<file path="src/common/isc_pkg.sv">
// Purpose: Constants for the two-wire bus status and clock configuration block.
// Assumes: Byte addresses on an 8-bit register port with 32-bit data.
// Notes: All offsets are multiples of four.
// Operation
// Start-sent flag sets on START sent; clears on status-first read then data write.
// Second status bits 15:8 show the checksum computed when checksum is enabled.
// Bit 7 shows which own address matched; cleared on STOP, START, disable.
// Bit 6 sets on host header match in slave; cleared on STOP, START, disable.
// Bit 5 sets on default address match; cleared on STOP, START, disable.
// Bit 4 sets on general call address; cleared on STOP, START, disable.
// Bit 2 shows transmit; cleared on STOP, START, disable, arbitration loss.
// Bit 1 is bus busy while communication is active; cleared after STOP.
// Bit 0 master role; set on generated START, cleared on STOP, disable, loss.
// Clock config bit 15 selects standard or fast master speed.
// Standard speed: SCL high and low each last count times clock period.
// Fast, duty 0: high lasts count periods, low lasts twice that.
// Fast, duty 1: high nine times, low sixteen times the count.
// Software should pick clock multiples of 3 or 25 for accuracy.
// Software loads rise time plus one; field resets to 2.
// Status, clock config and rise-time registers take half-word and word accesses.
// Fast-plus enable allows 1 MHz using the fast period formulas.
// Address flag clears on status-first read then status-second read.
// Bus busy sets on any START detected on the bus.
package isc_pkg;
  localparam logic [7:0] OFS_CTRL = 8'h00;
  localparam logic [7:0] OFS_OWN_ADDR = 8'h08;
  localparam logic [7:0] OFS_DATA = 8'h10;
  localparam logic [7:0] OFS_STAT_FIRST = 8'h14;
  localparam logic [7:0] OFS_STAT_SECOND = 8'h18;
  localparam logic [7:0] OFS_CLK_CFG = 8'h1c;
  localparam logic [7:0] OFS_RISE = 8'h20;
  localparam logic [7:0] OFS_IRQ_STAT = 8'h24;
  localparam logic [7:0] OFS_IRQ_CLR = 8'h28;
  localparam logic [7:0] OFS_IRQ_EN = 8'h2c;
  localparam logic [7:0] OFS_FAST_PLUS = 8'h90;
  // Control register fields
  localparam int CTRL_ENABLE = 0;
  localparam int CTRL_PEC_EN = 1;
  localparam int CTRL_DUAL_EN = 2;
  localparam int CTRL_SMB_HOST_EN = 3;
  localparam int CTRL_GC_EN = 4;
  localparam int CTRL_START_REQ = 5;
  localparam int CTRL_STOP_REQ = 6;
  // Status fields
  localparam int SF_START_SENT = 0;
  localparam int SF_ADDR = 1;
  localparam int SF_ARB_LOST = 9;
  localparam int CFG_FAST = 15;
  localparam int CFG_DUTY = 14;
  localparam int FP_ENABLE = 0;
  // Interrupt event bits
  localparam int IRQ_START = 0;
  localparam int IRQ_STOP = 1;
  localparam int IRQ_ADDR = 2;
  localparam int IRQ_ARB = 3;
  localparam int IRQ_W = 4;
  localparam logic [6:0] RISE_RESET = 7'h02;
  localparam logic [15:0] CLK_CFG_RESET = 16'h0000;
  localparam logic [6:0] GEN_CALL_ADDR = 7'h00;
  localparam logic [6:0] SMB_DEFAULT_ADDR = 7'h61;
  localparam logic [6:0] SMB_HOST_ADDR = 7'h08;
  localparam logic [7:0] CRC_POLY = 8'h07;
  localparam logic [3:0] ACK_BIT = 4'h8;
  localparam logic [15:0] DUTY_HIGH_MUL = 16'h0009;
  localparam logic [15:0] DUTY_LOW_MUL = 16'h0010;
  typedef enum logic [2:0] {
    M_IDLE = 3'b000,
    M_START = 3'b001,
    M_LOW = 3'b010,
    M_HIGH = 3'b011,
    M_STOP_LOW = 3'b100,
    M_STOP_HIGH = 3'b101
  } isc_mstate_e;
endpackage

</file>
<file path="src/hdl/isc_i2c_status_clock.sv">
// Purpose: Two-wire bus status, speed generation and rise-time registers.
// Assumes: SCL and SDA arrive asynchronously and are open-drain with separate enables.
// Notes: Master sends one byte from the data register, then clocks until stop.
`timescale 1ns/1ps
module isc_i2c_status_clock (
  input wire logic i_clk_sys,
  input wire logic i_rstn,
  input wire logic [7:0] i_addr,
  input wire logic [31:0] i_wdata,
  input wire logic i_wr,
  input wire logic i_rd,
  input wire logic i_half,
  output logic [31:0] o_rdata,
  output logic o_irq,
  input wire logic i_scl,
  output logic o_scl_o,
  output logic o_scl_oe,
  input wire logic i_sda,
  output logic o_sda_o,
  output logic o_sda_oe
);
  isc_pkg::isc_mstate_e state_q;
  logic [6:0] ctrl_q;
  logic [14:0] own_addr_q;
  logic [7:0] data_q;
  logic [15:0] clk_cfg_q;
  logic [6:0] rise_q;
  logic fast_plus_q;
  logic [3:0] irq_stat_q, irq_en_q;
  logic scl_s1, scl_s2, scl_d, sda_s1, sda_s2, sda_d;
  logic start_sent_q, addr_flag_q, arb_lost_q;
  logic arm_data_q, arm_s2_q;
  logic dual_q, host_q, default_q, gc_q, tr_q, busy_q, master_q;
  logic [7:0] pec_q, sh_q;
  logic [7:0] pec_run_q;
  logic [3:0] sbit_q;
  logic addr_phase_q, ack_q;
  logic [15:0] cnt_q;
  logic [3:0] mbit_q;
  logic [7:0] tx_q;
  logic scl_oe_q, sda_oe_q;
  logic [31:0] rdata_q;
  logic irq_q;
  logic enable, wr_lo, start_det, stop_det, scl_rise, scl_fall;
  logic [7:0] byte_n;
  logic addr_ev, match_a, match_b, match_gc, match_def, match_host, any_match;
  logic fast, arb_ev, gen_start, phase_done;
  logic [15:0] scl_period_count, high_len, low_len, cur_len;
  logic [7:0] pec_n;
  logic [31:0] stat_first, stat_second, rd_word;
  logic [7:0] rd_ofs;

  assign enable = ctrl_q[isc_pkg::CTRL_ENABLE];
  // Half-word writes to the upper lanes only touch reserved bits
  assign wr_lo = i_wr && !(i_half && i_addr[1]);
  assign rd_ofs = {i_addr[7:2], 2'b00};

  // Two-flop synchronisers; edge logic compares the second stage with its delayed copy
  always_ff @(posedge i_clk_sys or negedge i_rstn) begin
    if (!i_rstn) begin
      scl_s1 <= 1'b1;
      scl_s2 <= 1'b1;
      scl_d <= 1'b1;
      sda_s1 <= 1'b1;
      sda_s2 <= 1'b1;
      sda_d <= 1'b1;
    end else begin
      scl_s1 <= i_scl;
      scl_s2 <= scl_s1;
      scl_d <= scl_s2;
      sda_s1 <= i_sda;
      sda_s2 <= sda_s1;
      sda_d <= sda_s2;
    end
  end

  assign start_det = scl_s2 && scl_d && sda_d && !sda_s2;
  assign stop_det = scl_s2 && scl_d && !sda_d && sda_s2;
  assign scl_rise = scl_s2 && !scl_d;
  assign scl_fall = !scl_s2 && scl_d;

  // Speed selection: fast-plus reuses the fast formulas
  assign fast = clk_cfg_q[isc_pkg::CFG_FAST] || fast_plus_q;
  assign scl_period_count = {4'h0, clk_cfg_q[11:0]};
  always_comb begin
    if (!fast) begin
      high_len = scl_period_count;
      low_len = scl_period_count;
    end else if (!clk_cfg_q[isc_pkg::CFG_DUTY]) begin
      high_len = scl_period_count;
      low_len = {scl_period_count[14:0], 1'b0};
    end else begin
      high_len = 16'(scl_period_count * isc_pkg::DUTY_HIGH_MUL);
      low_len = 16'(scl_period_count * isc_pkg::DUTY_LOW_MUL);
    end
  end
  assign cur_len = (state_q == isc_pkg::M_LOW || state_q == isc_pkg::M_STOP_LOW) ?
                   low_len : high_len;
  // A zero count still gives one cycle per phase
  assign phase_done = (16'(cnt_q + 16'h0001) >= cur_len);

  // Arbitration: we released SDA for a one but the line reads low
  assign arb_ev = (state_q == isc_pkg::M_HIGH) && scl_s2 && !sda_oe_q && !sda_s2 &&
                  (mbit_q < isc_pkg::ACK_BIT);
  // Gated by enable so a disable at the end of START leaves no master role behind
  assign gen_start = enable && (state_q == isc_pkg::M_START) && phase_done;

  // Master SCL/SDA generator
  always_ff @(posedge i_clk_sys or negedge i_rstn) begin
    if (!i_rstn) begin
      state_q <= isc_pkg::M_IDLE;
      cnt_q <= 16'h0000;
      mbit_q <= 4'h0;
      tx_q <= 8'h00;
    end else if (!enable || arb_ev) begin
      state_q <= isc_pkg::M_IDLE;
      cnt_q <= 16'h0000;
    end else begin
      unique case (state_q)
        isc_pkg::M_IDLE: begin
          cnt_q <= 16'h0000;
          if (ctrl_q[isc_pkg::CTRL_START_REQ] && !busy_q) begin
            state_q <= isc_pkg::M_START;
            tx_q <= data_q;
          end
        end
        isc_pkg::M_START: begin
          cnt_q <= phase_done ? 16'h0000 : 16'(cnt_q + 16'h0001);
          if (phase_done) begin
            state_q <= isc_pkg::M_LOW;
            mbit_q <= 4'h0;
          end
        end
        isc_pkg::M_LOW: begin
          cnt_q <= phase_done ? 16'h0000 : 16'(cnt_q + 16'h0001);
          if (phase_done) begin
            state_q <= isc_pkg::M_HIGH;
          end
        end
        isc_pkg::M_HIGH: begin
          // Holding off the count while SCL is low honours slave stretching
          if (scl_s2) begin
            cnt_q <= phase_done ? 16'h0000 : 16'(cnt_q + 16'h0001);
          end
          if (scl_s2 && phase_done) begin
            mbit_q <= (mbit_q == isc_pkg::ACK_BIT) ? 4'h0 : 4'(mbit_q + 4'h1);
            if (mbit_q < isc_pkg::ACK_BIT) begin
              tx_q <= {tx_q[6:0], 1'b1};
            end
            state_q <= (mbit_q == isc_pkg::ACK_BIT && ctrl_q[isc_pkg::CTRL_STOP_REQ]) ?
                       isc_pkg::M_STOP_LOW : isc_pkg::M_LOW;
          end
        end
        isc_pkg::M_STOP_LOW: begin
          cnt_q <= phase_done ? 16'h0000 : 16'(cnt_q + 16'h0001);
          if (phase_done) begin
            state_q <= isc_pkg::M_STOP_HIGH;
          end
        end
        isc_pkg::M_STOP_HIGH: begin
          cnt_q <= phase_done ? 16'h0000 : 16'(cnt_q + 16'h0001);
          if (phase_done) begin
            state_q <= isc_pkg::M_IDLE;
          end
        end
        default: begin
          state_q <= isc_pkg::M_IDLE;
        end
      endcase
    end
  end

  // Pin drive: low only, enables come from the master state, the data bit and the slave ack
  always_ff @(posedge i_clk_sys or negedge i_rstn) begin
    if (!i_rstn) begin
      scl_oe_q <= 1'b0;
      sda_oe_q <= 1'b0;
    end else begin
      scl_oe_q <= enable && !arb_ev && (state_q == isc_pkg::M_LOW ||
                  state_q == isc_pkg::M_STOP_LOW);
      sda_oe_q <= enable && !arb_ev && (state_q == isc_pkg::M_START ||
                  state_q == isc_pkg::M_STOP_LOW || state_q == isc_pkg::M_STOP_HIGH ||
                  ((state_q == isc_pkg::M_LOW || state_q == isc_pkg::M_HIGH) &&
                   mbit_q < isc_pkg::ACK_BIT && !tx_q[7]) || ack_q);
    end
  end

  // Slave address capture
  assign byte_n = {sh_q[6:0], sda_s2};
  assign addr_ev = enable && !master_q && addr_phase_q && scl_rise && (sbit_q == 4'h7);
  assign match_a = (byte_n[7:1] == own_addr_q[6:0]);
  assign match_b = ctrl_q[isc_pkg::CTRL_DUAL_EN] && (byte_n[7:1] == own_addr_q[14:8]);
  assign match_gc = ctrl_q[isc_pkg::CTRL_GC_EN] && (byte_n[7:1] == isc_pkg::GEN_CALL_ADDR);
  assign match_def = ctrl_q[isc_pkg::CTRL_SMB_HOST_EN] &&
                     (byte_n[7:1] == isc_pkg::SMB_DEFAULT_ADDR);
  assign match_host = ctrl_q[isc_pkg::CTRL_SMB_HOST_EN] &&
                      (byte_n[7:1] == isc_pkg::SMB_HOST_ADDR);
  assign any_match = match_a || match_b || match_gc || match_def || match_host;

  always_ff @(posedge i_clk_sys or negedge i_rstn) begin
    if (!i_rstn) begin
      sh_q <= 8'h00;
      sbit_q <= 4'h0;
      addr_phase_q <= 1'b0;
      ack_q <= 1'b0;
    end else if (start_det || stop_det || !enable) begin
      sbit_q <= 4'h0;
      addr_phase_q <= start_det && enable;
      ack_q <= 1'b0;
    end else begin
      if (scl_rise) begin
        sh_q <= byte_n;
        sbit_q <= (sbit_q == isc_pkg::ACK_BIT) ? 4'h0 : 4'(sbit_q + 4'h1);
        if (sbit_q == isc_pkg::ACK_BIT) begin
          addr_phase_q <= 1'b0;
        end
      end
      if (addr_ev && any_match) begin
        ack_q <= 1'b1;
      end else if (scl_fall && sbit_q == 4'h0) begin
        ack_q <= 1'b0;
      end
    end
  end

  // Checksum over every data bit since START, CRC-8 style
  assign pec_n = {pec_run_q[6:0], 1'b0} ^
                 ((pec_run_q[7] ^ sda_s2) ? isc_pkg::CRC_POLY : 8'h00);
  always_ff @(posedge i_clk_sys or negedge i_rstn) begin
    if (!i_rstn) begin
      pec_q <= 8'h00;
      pec_run_q <= 8'h00;
    end else if (!ctrl_q[isc_pkg::CTRL_PEC_EN] || start_det) begin
      pec_q <= 8'h00;
      pec_run_q <= 8'h00;
    end else if (scl_rise && sbit_q != isc_pkg::ACK_BIT) begin
      pec_run_q <= pec_n;
      // Only whole bytes are shown, so the SCL rise of a STOP adds no stray bit
      if (sbit_q == 4'h7) begin
        pec_q <= pec_n;
      end
    end
  end

  // Second-status flags
  always_ff @(posedge i_clk_sys or negedge i_rstn) begin
    if (!i_rstn) begin
      dual_q <= 1'b0;
      host_q <= 1'b0;
      default_q <= 1'b0;
      gc_q <= 1'b0;
    end else if (start_det || stop_det || !enable) begin
      dual_q <= 1'b0;
      host_q <= 1'b0;
      default_q <= 1'b0;
      gc_q <= 1'b0;
    end else if (addr_ev) begin
      dual_q <= match_b && !match_a;
      host_q <= match_host;
      default_q <= match_def;
      gc_q <= match_gc;
    end
  end

  always_ff @(posedge i_clk_sys or negedge i_rstn) begin
    if (!i_rstn) begin
      tr_q <= 1'b0;
      master_q <= 1'b0;
    end else if (gen_start) begin
      tr_q <= 1'b1;
      master_q <= 1'b1;
    end else if (start_det || stop_det || !enable || arb_ev) begin
      tr_q <= 1'b0;
      master_q <= master_q && start_det && enable && !arb_ev;
    end else if (addr_ev && any_match) begin
      tr_q <= byte_n[0];
    end
  end

  always_ff @(posedge i_clk_sys or negedge i_rstn) begin
    if (!i_rstn) begin
      busy_q <= 1'b0;
    end else if (start_det) begin
      busy_q <= 1'b1;
    end else if (stop_det) begin
      busy_q <= 1'b0;
    end
  end

  // First-status flags: the set wins over a software clear in the same cycle
  always_ff @(posedge i_clk_sys or negedge i_rstn) begin
    if (!i_rstn) begin
      start_sent_q <= 1'b0;
      addr_flag_q <= 1'b0;
      arb_lost_q <= 1'b0;
      arm_data_q <= 1'b0;
      arm_s2_q <= 1'b0;
    end else begin
      if (gen_start) begin
        start_sent_q <= 1'b1;
      end else if (arm_data_q && wr_lo && rd_ofs == isc_pkg::OFS_DATA) begin
        start_sent_q <= 1'b0;
      end
      if ((addr_ev && any_match) || (state_q == isc_pkg::M_HIGH && scl_s2 &&
          phase_done && mbit_q == isc_pkg::ACK_BIT && !sda_s2)) begin
        addr_flag_q <= 1'b1;
      end else if (arm_s2_q && i_rd && rd_ofs == isc_pkg::OFS_STAT_SECOND) begin
        addr_flag_q <= 1'b0;
      end
      if (arb_ev) begin
        arb_lost_q <= 1'b1;
      end else if (wr_lo && rd_ofs == isc_pkg::OFS_STAT_FIRST &&
                   !i_wdata[isc_pkg::SF_ARB_LOST]) begin
        arb_lost_q <= 1'b0;
      end
      if (i_rd && rd_ofs == isc_pkg::OFS_STAT_FIRST) begin
        arm_data_q <= 1'b1;
        arm_s2_q <= 1'b1;
      end else begin
        if (wr_lo && rd_ofs == isc_pkg::OFS_DATA) begin
          arm_data_q <= 1'b0;
        end
        if (i_rd && rd_ofs == isc_pkg::OFS_STAT_SECOND) begin
          arm_s2_q <= 1'b0;
        end
      end
    end
  end

  // Software-written registers
  always_ff @(posedge i_clk_sys or negedge i_rstn) begin
    if (!i_rstn) begin
      ctrl_q <= 7'h00;
      own_addr_q <= 15'h0000;
      data_q <= 8'h00;
      clk_cfg_q <= isc_pkg::CLK_CFG_RESET;
      rise_q <= isc_pkg::RISE_RESET;
      fast_plus_q <= 1'b0;
      irq_en_q <= 4'h0;
    end else begin
      if (gen_start) begin
        ctrl_q[isc_pkg::CTRL_START_REQ] <= 1'b0;
      end
      if (state_q == isc_pkg::M_STOP_HIGH && phase_done) begin
        ctrl_q[isc_pkg::CTRL_STOP_REQ] <= 1'b0;
      end
      if (wr_lo) begin
        unique case (rd_ofs)
          isc_pkg::OFS_CTRL: ctrl_q <= i_wdata[6:0];
          isc_pkg::OFS_OWN_ADDR: own_addr_q <= i_wdata[14:0];
          isc_pkg::OFS_DATA: data_q <= i_wdata[7:0];
          isc_pkg::OFS_CLK_CFG: clk_cfg_q <= {i_wdata[15:14], 2'b00, i_wdata[11:0]};
          isc_pkg::OFS_RISE: rise_q <= i_wdata[6:0];
          isc_pkg::OFS_FAST_PLUS: fast_plus_q <= i_wdata[isc_pkg::FP_ENABLE];
          isc_pkg::OFS_IRQ_EN: irq_en_q <= i_wdata[3:0];
          default: ;
        endcase
      end
    end
  end

  // Sticky event bits; an event beats a clear in the same cycle
  always_ff @(posedge i_clk_sys or negedge i_rstn) begin
    if (!i_rstn) begin
      irq_stat_q <= 4'h0;
    end else begin
      irq_stat_q <= (irq_stat_q & ~((wr_lo && rd_ofs == isc_pkg::OFS_IRQ_CLR) ?
                    i_wdata[3:0] : 4'h0)) |
                    {arb_ev, addr_ev && any_match, stop_det, start_det};
    end
  end

  always_ff @(posedge i_clk_sys or negedge i_rstn) begin
    if (!i_rstn) begin
      irq_q <= 1'b0;
    end else begin
      irq_q <= |(irq_stat_q & irq_en_q);
    end
  end

  // Read path
  assign stat_first = {22'h0, arb_lost_q, 7'h0, addr_flag_q, start_sent_q};
  assign stat_second = {16'h0, pec_q, dual_q, host_q, default_q, gc_q, 1'b0, tr_q, busy_q,
                        master_q};
  always_comb begin
    unique case (rd_ofs)
      isc_pkg::OFS_CTRL: rd_word = {25'h0, ctrl_q};
      isc_pkg::OFS_OWN_ADDR: rd_word = {17'h0, own_addr_q};
      isc_pkg::OFS_DATA: rd_word = {24'h0, data_q};
      isc_pkg::OFS_STAT_FIRST: rd_word = stat_first;
      isc_pkg::OFS_STAT_SECOND: rd_word = stat_second;
      isc_pkg::OFS_CLK_CFG: rd_word = {16'h0, clk_cfg_q};
      isc_pkg::OFS_RISE: rd_word = {25'h0, rise_q};
      isc_pkg::OFS_IRQ_STAT: rd_word = {28'h0, irq_stat_q};
      isc_pkg::OFS_IRQ_EN: rd_word = {28'h0, irq_en_q};
      isc_pkg::OFS_FAST_PLUS: rd_word = {31'h0, fast_plus_q};
      default: rd_word = 32'h0000_0000;
    endcase
  end

  always_ff @(posedge i_clk_sys or negedge i_rstn) begin
    if (!i_rstn) begin
      rdata_q <= 32'h0000_0000;
    end else if (i_rd) begin
      // Upper half-word read shifts the high lanes down
      rdata_q <= (i_half && i_addr[1]) ? {16'h0, rd_word[31:16]} : rd_word;
    end else begin
      rdata_q <= 32'h0000_0000;
    end
  end

  assign o_rdata = rdata_q;
  assign o_irq = irq_q;
  assign o_scl_oe = scl_oe_q;
  assign o_sda_oe = sda_oe_q;
  assign o_scl_o = 1'b0;
  assign o_sda_o = 1'b0;

  busy_set_a: assert property (@(posedge i_clk_sys) disable iff (!i_rstn)
    start_det |=> busy_q) else $error("busy flag not set on START");
  busy_clr_a: assert property (@(posedge i_clk_sys) disable iff (!i_rstn)
    stop_det && !start_det |=> !busy_q) else $error("busy flag not cleared on STOP");
  master_set_a: assert property (@(posedge i_clk_sys) disable iff (!i_rstn)
    gen_start |=> master_q && start_sent_q) else $error("master role not set on START");
  arb_clear_a: assert property (@(posedge i_clk_sys) disable iff (!i_rstn)
    arb_ev |=> !master_q && !tr_q && state_q == isc_pkg::M_IDLE)
    else $error("arbitration loss did not drop roles");
  std_period_a: assert property (@(posedge i_clk_sys) disable iff (!i_rstn)
    !fast |-> high_len == scl_period_count && low_len == scl_period_count) else $error("standard period wrong");
  fast_duty0_a: assert property (@(posedge i_clk_sys) disable iff (!i_rstn)
    fast && !clk_cfg_q[isc_pkg::CFG_DUTY] |-> low_len == 16'(high_len * 16'h0002))
    else $error("fast low phase not twice high");
  fast_duty1_a: assert property (@(posedge i_clk_sys) disable iff (!i_rstn)
    fast && clk_cfg_q[isc_pkg::CFG_DUTY] |-> 16'(low_len * 16'h0009) ==
    16'(high_len * 16'h0010)) else $error("fast duty ratio not 16 to 9");
  low_len_a: assert property (@(posedge i_clk_sys) disable iff (!i_rstn)
    (state_q == isc_pkg::M_LOW && enable && !arb_ev) ##1 (state_q != isc_pkg::M_LOW)
    |-> 16'($past(cnt_q) + 16'h0001) >= $past(low_len)) else $error("SCL low too short");
  sent_clear_a: assert property (@(posedge i_clk_sys) disable iff (!i_rstn)
    arm_data_q && wr_lo && rd_ofs == isc_pkg::OFS_DATA && !gen_start |=> !start_sent_q)
    else $error("start-sent flag not cleared");
  flags_off_a: assert property (@(posedge i_clk_sys) disable iff (!i_rstn)
    !enable |=> !dual_q && !host_q && !default_q && !gc_q && !master_q)
    else $error("flags not cleared on disable");
  gen_call_a: assert property (@(posedge i_clk_sys) disable iff (!i_rstn)
    addr_ev && match_gc && !start_det && !stop_det |=> gc_q ##1 (gc_q ||
    $past(start_det || stop_det || !enable))) else $error("general call flag not set");
  irq_level_a: assert property (@(posedge i_clk_sys) disable iff (!i_rstn)
    ##1 o_irq == $past(|(irq_stat_q & irq_en_q))) else $error("interrupt level wrong");
endmodule

</file>
<file path="config.mk">
export PLATFORM = sky130hd
export DESIGN_NAME = isc_i2c_status_clock
export DESIGN_NICKNAME = d
export VERILOG_FILES = /design/src/common/isc_pkg.sv /design/src/hdl/isc_i2c_status_clock.sv
export SDC_FILE = /design/constraint.sdc
export NUM_CORES = 1
export LEC_CHECK = 0
export ABC_AREA = 1
export BUFFER_PORTS_ARGS = -buffer_cell sky130_fd_sc_hd__buf_2
export CAP_MARGIN = 20
export CORE_MARGIN = 2
export CORE_UTILIZATION = 30
export CTS_CLUSTER_SIZE = 12
export DETAILED_ROUTE_END_ITERATION = 10
export GPL_TIMING_DRIVEN = 0
export HOLD_SLACK_MARGIN = 0.15
export PLACE_DENSITY = 0.54
export SLEW_MARGIN = 20
export SYNTH_ARGS = -nofsm -noshare
export SYNTH_HDL_FRONTEND = slang
export SYNTH_SLANG_ARGS = --single-unit
export TNS_END_PERCENT = 10
</file>
<file path="constraint.sdc">
create_clock -name i_clk_sys -period 3.84 [get_ports i_clk_sys]
set_input_delay 0 -clock i_clk_sys [delete_from_list [all_inputs] [get_ports i_clk_sys]]
set_output_delay 0 -clock i_clk_sys [all_outputs]
set_load 0.02 [all_outputs]
</file>
# [Word-level counts from Yosys, hierarchy flattened]
# Cells that the tools add are included.
[op_classes] add_sub_neg=3 multipliers=1 order_cmp=2 eq_ne=34 n_mux=74 bitwise_logic=8 n_reduce_logical=121
[ops] cell="2-to-1 mux 16 bit" count=10
[ops] cell="one-hot mux 16 bit (10 select lines)" count=1
[ops] cell="2-to-1 mux 8 bit" count=8
[ops] cell="logical AND 1 bit" count=53
[ops] cell="one-hot mux 16 bit (3 select lines)" count=1
[ops] cell="2-to-1 mux 1 bit" count=33
[ops] cell="2-to-1 mux 4 bit" count=7
[ops] cell="nonzero test 2 bit" count=14
[ops] cell="2-to-1 mux 3 bit" count=9
[ops] cell="== test 6 x 3 -> 1 bit (second input constant)" count=4
[ops] cell="== test 6 x 4 -> 1 bit (second input constant)" count=4
[ops] cell="AND reduction 2 bit" count=11
[ops] cell="inequality test 3 bit (second input constant)" count=7
[ops] cell="one-hot mux 3 bit (6 select lines)" count=1
[ops] cell="logical OR 1 bit" count=17
[ops] cell="adder 16 x 1 -> 16 bit (second input constant)" count=1
[ops] cell="greater-or-equal comparator 16 bit" count=1
[ops] cell="multiplier 12 x 4 -> 16 bit (second input constant)" count=1
[ops] cell="one-hot mux 8 bit (2 select lines)" count=1
[ops] cell="== test 7 bit" count=2
[ops] cell="logical NOT 1 bit" count=14
[ops] cell="2-to-1 mux 7 bit" count=2
[ops] cell="adder 4 x 1 -> 4 bit (second input constant)" count=2
[ops] cell="AND 4 bit" count=2
[ops] cell="29 further kinds" count=37
[word_totals] reg_bits=173 inputBits=47 output_inout_bits=37

# [Depth between registers and ports, before layout]
[logic_depth] ltp_word=10 ltp_mapped=24 ltp_nobuf=24

# [Worst setup path before layout]
# Ideal clock, no wire load.
[synth_path] kind="flip-flop to flip-flop" from="register clk_cfg_q[4]" to="register tx_q[0]" setup_ns=0.119 arrival_ns=3.110 required_ns=3.721 slack_ns=0.611 stages_incl_launch_ff=20 path_cell_list="dfrtp_1 -> ha_1 -> ha_1 -> fa_1 -> a21oi_1 -> xnor2_1 -> nor2_1 -> o21ai_0 -> nand2_1 -> ha_1 -> nand2_1 -> o21bai_1 -> a21oi_1 -> nor2_1 -> nand3_1 -> nand2_1 -> inv_2 -> nand2_4 -> nand2_1 -> o21ai_2"
[synth_via] elab_chain_cells=8 elab_cells_between_ends=10 cone_classes="mul: 1; order compare: 1; eq/ne: 1; mux: 5; reduce/logical: 2"
[synth_lines] item="start, declared" line_no="isc_i2c_status_clock.sv:26" text="logic [15:0] clk_cfg_q;"
[synth_lines] item="start signal, assigned" line_no="isc_i2c_status_clock.sv:336" text="clk_cfg_q <= isc_pkg::CLK_CFG_RESET;"
[synth_lines] item="start signal, assigned" line_no="isc_i2c_status_clock.sv:352" text="isc_pkg::OFS_CLK_CFG: clk_cfg_q <= {i_wdata[15:14], 2'b00, i_wdata[11:0]};"
[synth_lines] item="multiplier 12 x 4 -> 16 bit" line_no="isc_i2c_status_clock.sv:93" text="high_len = 16'(scl_period_count * isc_pkg::DUTY_HIGH_MUL);"
[synth_lines] item="2-to-1 mux 16 bit" line_no="isc_i2c_status_clock.sv:89" text="end else if (!clk_cfg_q[isc_pkg::CFG_DUTY]) begin"
[synth_lines] item="2-to-1 mux 16 bit" line_no="isc_i2c_status_clock.sv:86" text="if (!fast) begin"
[synth_lines] item="2-to-1 mux 16 bit *" line_no="isc_i2c_status_clock.sv:97" text="assign cur_len = (state_q == isc_pkg::M_LOW || state_q == isc_pkg::M_STOP_LOW) ?"
[synth_lines] item="greater-or-equal comparator 16 bit *" line_no="isc_i2c_status_clock.sv:100" text="assign phase_done = (16'(cnt_q + 16'h0001) >= cur_len);"
[synth_lines] item="logical AND 1 bit *" line_no="isc_i2c_status_clock.sv:145" text="if (scl_s2 && phase_done) begin"
[synth_lines] item="inequality test 2 bit (no source line) *"
[synth_lines] item="AND reduction 5 bit (no source line) *"
[synth_lines] item="end signal, assigned" line_no="isc_i2c_status_clock.sv:124" text="tx_q <= data_q;"
[synth_lines] item="end signal, assigned" line_no="isc_i2c_status_clock.sv:148" text="tx_q <= {tx_q[6:0], 1'b1};"
[synth_lines] item="end, declared" line_no="isc_i2c_status_clock.sv:40" text="logic [7:0] tx_q;"
# Mark *: on every way between the ends. The rest lies on a longest branch, timed or not.
# A chain may end at the register's enable or synchronous reset.

# [Worst setup path after layout]
[layout_path] from="register clk_cfg_q[5]" to="register tx_q[0]"
# The elaborated chain is that of the path after synthesis.

==> impl_metrics.yaml <==
grt:
  grt_pass1_vias: 7647
  grt_max_degree: 67
  gr-total-overflow: 0
  grtUsageTotal: 0.167
  antenna_found_initial: 0
  grt_pass1_wl_um: 40600
setup_path:
  rr_endpoint: "tx_q[0]"
  slowest_delay_ps: 480
  cp-startpoint: "clk_cfg_q[5]"
  reg2reg_depth: 20
  crit_arrival_ps: 3930
  timing.rr.start: "clk_cfg_q[5]"
  cp_max_fo: 9
  critPathBufInv: 3
  cpMostUsedCell: "ha_1"
  rrSetupSlack_ps: 280
  crit_chain: "ha_1 > ha_1 > inv_1 > nor3_1 > nand2_1 > and2_1 > o21ai_1 > nor2_1 > o21ai_0 > inv_1 > ha_1 > a21oi_1 > o21ai_0 > nor2_2 > nand3_2 > nand2_2 > inv_4 > nand2_4 > nand2_1 > o21ai_2"
  timing.critical_path.depth: 20
  cp.required_ps: 4200
  critPathTopFamily: "simple AND/OR/NAND/NOR gates"
  startpoint_type: "flop"
  cp_slowest_cell: "dfrtp_2"
  endpoint_kind: "flop"
  critical_path_class: "flop to flop"
  cp-endpoint: "tx_q[0]"
finish:
  design_area_sq_mm: 0.0108
  area_growth_pct: 22.1
  antenna_cells: 0
  drive_gt1_frac: 0.142
  nFillCells: 2994
  layout.nets: 1328
  finish.utilization: 0.374
floorplanning:
  fp.dieArea_sq_mm: 0.0309
  die_h_um: 176
  start_util: 0.306
  rows: 62
  fp.dieW_um: 176
  io_pins: 84
  core-area_sq_mm: 0.0289
pwr:
  ir_worst_vdd_v: 0.000275
  comb_power_share: 0.278
  power_switching_uw: 1940
  finalPower_uw: 5380
  power_frac_clock: 0.332
  intPower_uw: 3440
  pwr_density_cell_mw_per_mm2: 498
  p_leak_uw: 0.00542
  power.share.sequential: 0.390
  swShare: 0.361
synth:
  synthesis.instances: 1113
  netlist_area_sq_mm: 0.00886
  synthFlopType: "dfrtp_1"
  synth_area_leaders: "dfrtp_1 42%, nand2_1 11%, inv_1 6.1%"
  synthAdderAreaFrac: 0.0573
  muxShareOfSynthArea: 0.00494
  ys_warn_count: 0
  synth_top_area_cell: "dfrtp_1"
  synth_top_area_share: 0.423
  syn_avg_cell_area_sq_um: 7.96
  synth_xor_xnor_area_share: 0.0277
  synth_cell_types: 49
  synth_edf_count: 0
  yosysSeqAreaShare: 0.444
  ys_ff_latch: 157
  synthSimpleGateAreaFrac: 0.235
  synth_top_family_by_area: "simple AND/OR/NAND/NOR gates"
  ys_async_sr_fraction: 1.00
  synth_compound_area_frac: 0.138
run:
  drv_cap: 0
placed_design:
  portBuffers: 48
  gp_congestion: 0.863
  place_area_sq_mm: 0.00971
  dp_hpwl_um: 19000
clocking:
  clockRootBuffer: "clkbuf_16"
  htreeDepth: 4
  cts_tree: "built"
  clk_path_buf_depth: 2
  cts_buffers: 17
  numClockSinks: 157
  clk_pin_slew_ps: 70
  clk_latency_ps: 440
drt:
  drt_pre_antenna_iters: 6
  totalWireLength_um: 25200
  drc: 0
  vias: 7823
  ant_nets: 0
  wl_per_cell_um: 15.4
  avgViaCountPerCell: 4.78
  dr.first_iter.drc_count: 507
timing:
  clock_skew_ps: 12.6
  hold_viol: 0
  period_minus_slack_ps: 3560
  whs_ps: 136
  period_share: 0.928
  fmax_mhz: 281
  setup_viol: 0
  finalMaxSlewViolations: 0
  tightest_slew_ps: 663
  slew_headroom: 0.558
outcome:
  outcome: "finished, final reports clean"
worst_hold_path:
  hold_class: "primary input to asynchronous set/reset pin"
-- cells in the mapped netlist, types with 2 or more instances --
library cell,n
nand2_1,270
dfrtp_1,150
inv_1,144
o21ai_0,108
nor2_1,80
nand3_1,58
a21oi_1,40
ha_1,39
nor3_1,27
o22ai_1,24
xor2_1,22
buf_4,20
nand4_1,16
clkbuf_1,10
a221oi_1,9
a22oi_1,9
dfstp_2,7
buf_2,6
inv_2,6
o221ai_1,6
xnor2_1,6
nand2_2,4
nor2_4,4
nor4_1,4
a22o_1,3
inv_4,3
mux2_2,3
nand2_4,3
nor2_2,3
nor3_2,3
o21ai_1,3
o2111ai_1,2
o211ai_1,2
o21a_1,2
o21ai_2,2
o21bai_1,2
-- layout by cell type, fill, tap and decap left out, types with 5 or more instances in the layout --
master,synthesis,layout
inv_2,6,6
a21oi_1,40,37
nor2_1,80,79
nor2_4,4,5
dlygate4sd3_1,0,35
dfrtp_2,0,6
xnor2_1,6,6
nand2_2,4,8
a22oi_1,9,9
nand2_1,270,266
nor3_1,27,26
clkbuf_1,10,11
buf_2,6,53
inv_8,0,5
xor2_1,22,22
buf_4,20,26
o221ai_1,6,6
dfrtp_1,150,144
ha_1,39,38
conb_1,1,18
nand3_1,58,57
o22ai_1,24,23
o21ai_0,108,106
nand4_1,16,16
inv_1,144,143
clkbuf_16,0,17
a221oi_1,9,9
dfstp_2,7,7
-- per-layer routing --
| metal | share of wire | GRT usage |
|---|---|---|
| met5 | 0 | 0 |
| met3 | 0.039 | 0.0307 |
| met2 | 0.48 | 0.282 |
| met4 | 0.020 | 0.0554 |
| met1 | 0.46 | 0.216 |
-- cell type report --
type	count	area, sq um	area share
Sequential cell	157	3950	0.365
Clock inverter	13	176	0.0163
Multi-Input combinational cell	782	4230	0.391
Clock buffer	19	443	0.0409
Inverter	154	588	0.0544
Tap cell	384	480	0.0444
Timing Repair Buffer	92	728	0.0673
Buffer	37	229	0.0212
-- registers in the layout (all words and copies together) (netlist names), 3 cells and up --
name        count
mbit_q          4
pec_q           8
rise_q          7
clk_cfg_q      14
tx_q            8
o_rdata        16
state_q         3
ctrl_q          7
irq_stat_q      4
sbit_q          4
cnt_q          16
pec_run_q       8
data_q          8
sh_q            7
irq_en_q        4
own_addr_q     15
-- through the flow --
step | worst slack (ps) | instances | TNS, ps
floorplan | 611 | 1130 | 0
global placement | -20.8 | 1562 | -31.4
detailed placement | -54.5 | 1564 | -342
CTS | 20.1 | 1632 | 0
global route | -31.4 | 1638 | -207
finish | 276 | 1638 | 0
-- worst register-to-register path: stages (launching register included) --
cell     delay [ps]
dfrtp_2         480
ha_1            330
ha_1            340
inv_1            80
nor3_1          180
nand2_1          90
and2_1          170
o21ai_1         160
nor2_1           50
o21ai_0         180
inv_1            60
ha_1            290
a21oi_1         140
o21ai_0         110
nor2_2          240
nand3_2         150
nand2_2         130
inv_4            80
nand2_4         120
nand2_1          70
o21ai_2          50
-- power by group through the flow --
stage          logic, uW  registers (uW)  clock network, uW
2_1_floorplan       1050            2070                  0
6_report            1500            2100               1790
3_5_place_dp        1420            2130                  0
4_1_cts             1460            2100               1820
5_1_grt             1730            2130               1890
3_3_place_gp        1390            2130                  0
-- repair_timing --
action                                  in CTS  in global routing
setup buffers                                0                  6
pin swaps                                    0                  1
endpoints found under the setup margin      15                 36
hold endpoints to repair                   229                  0
hold buffers                                36                  0
resized for setup                            3                 22
-- worst min-delay path by stage --
stage                start        end  slack (ps)  cells after the start
detailed placement  i_rstn  cnt_q[10]         -80                      1
global route        i_rstn  cnt_q[10]         170                      3
global placement     i_scl     scl_s1         100                      1
floorplan           i_rstn      ack_q        -300                      0
finish              i_rstn  cnt_q[10]         140                      3
CTS                 i_rstn  cnt_q[10]         160                      3
-- cells by family after synthesis --
logic type      after synthesis
compound gates              214
flops                       157
xor+xnor                     28
other cells                   1
simple gates                478
buf+inv                     191
mux                           4
fa+ha+maj                    40
(Power assumes the default switching activity.)
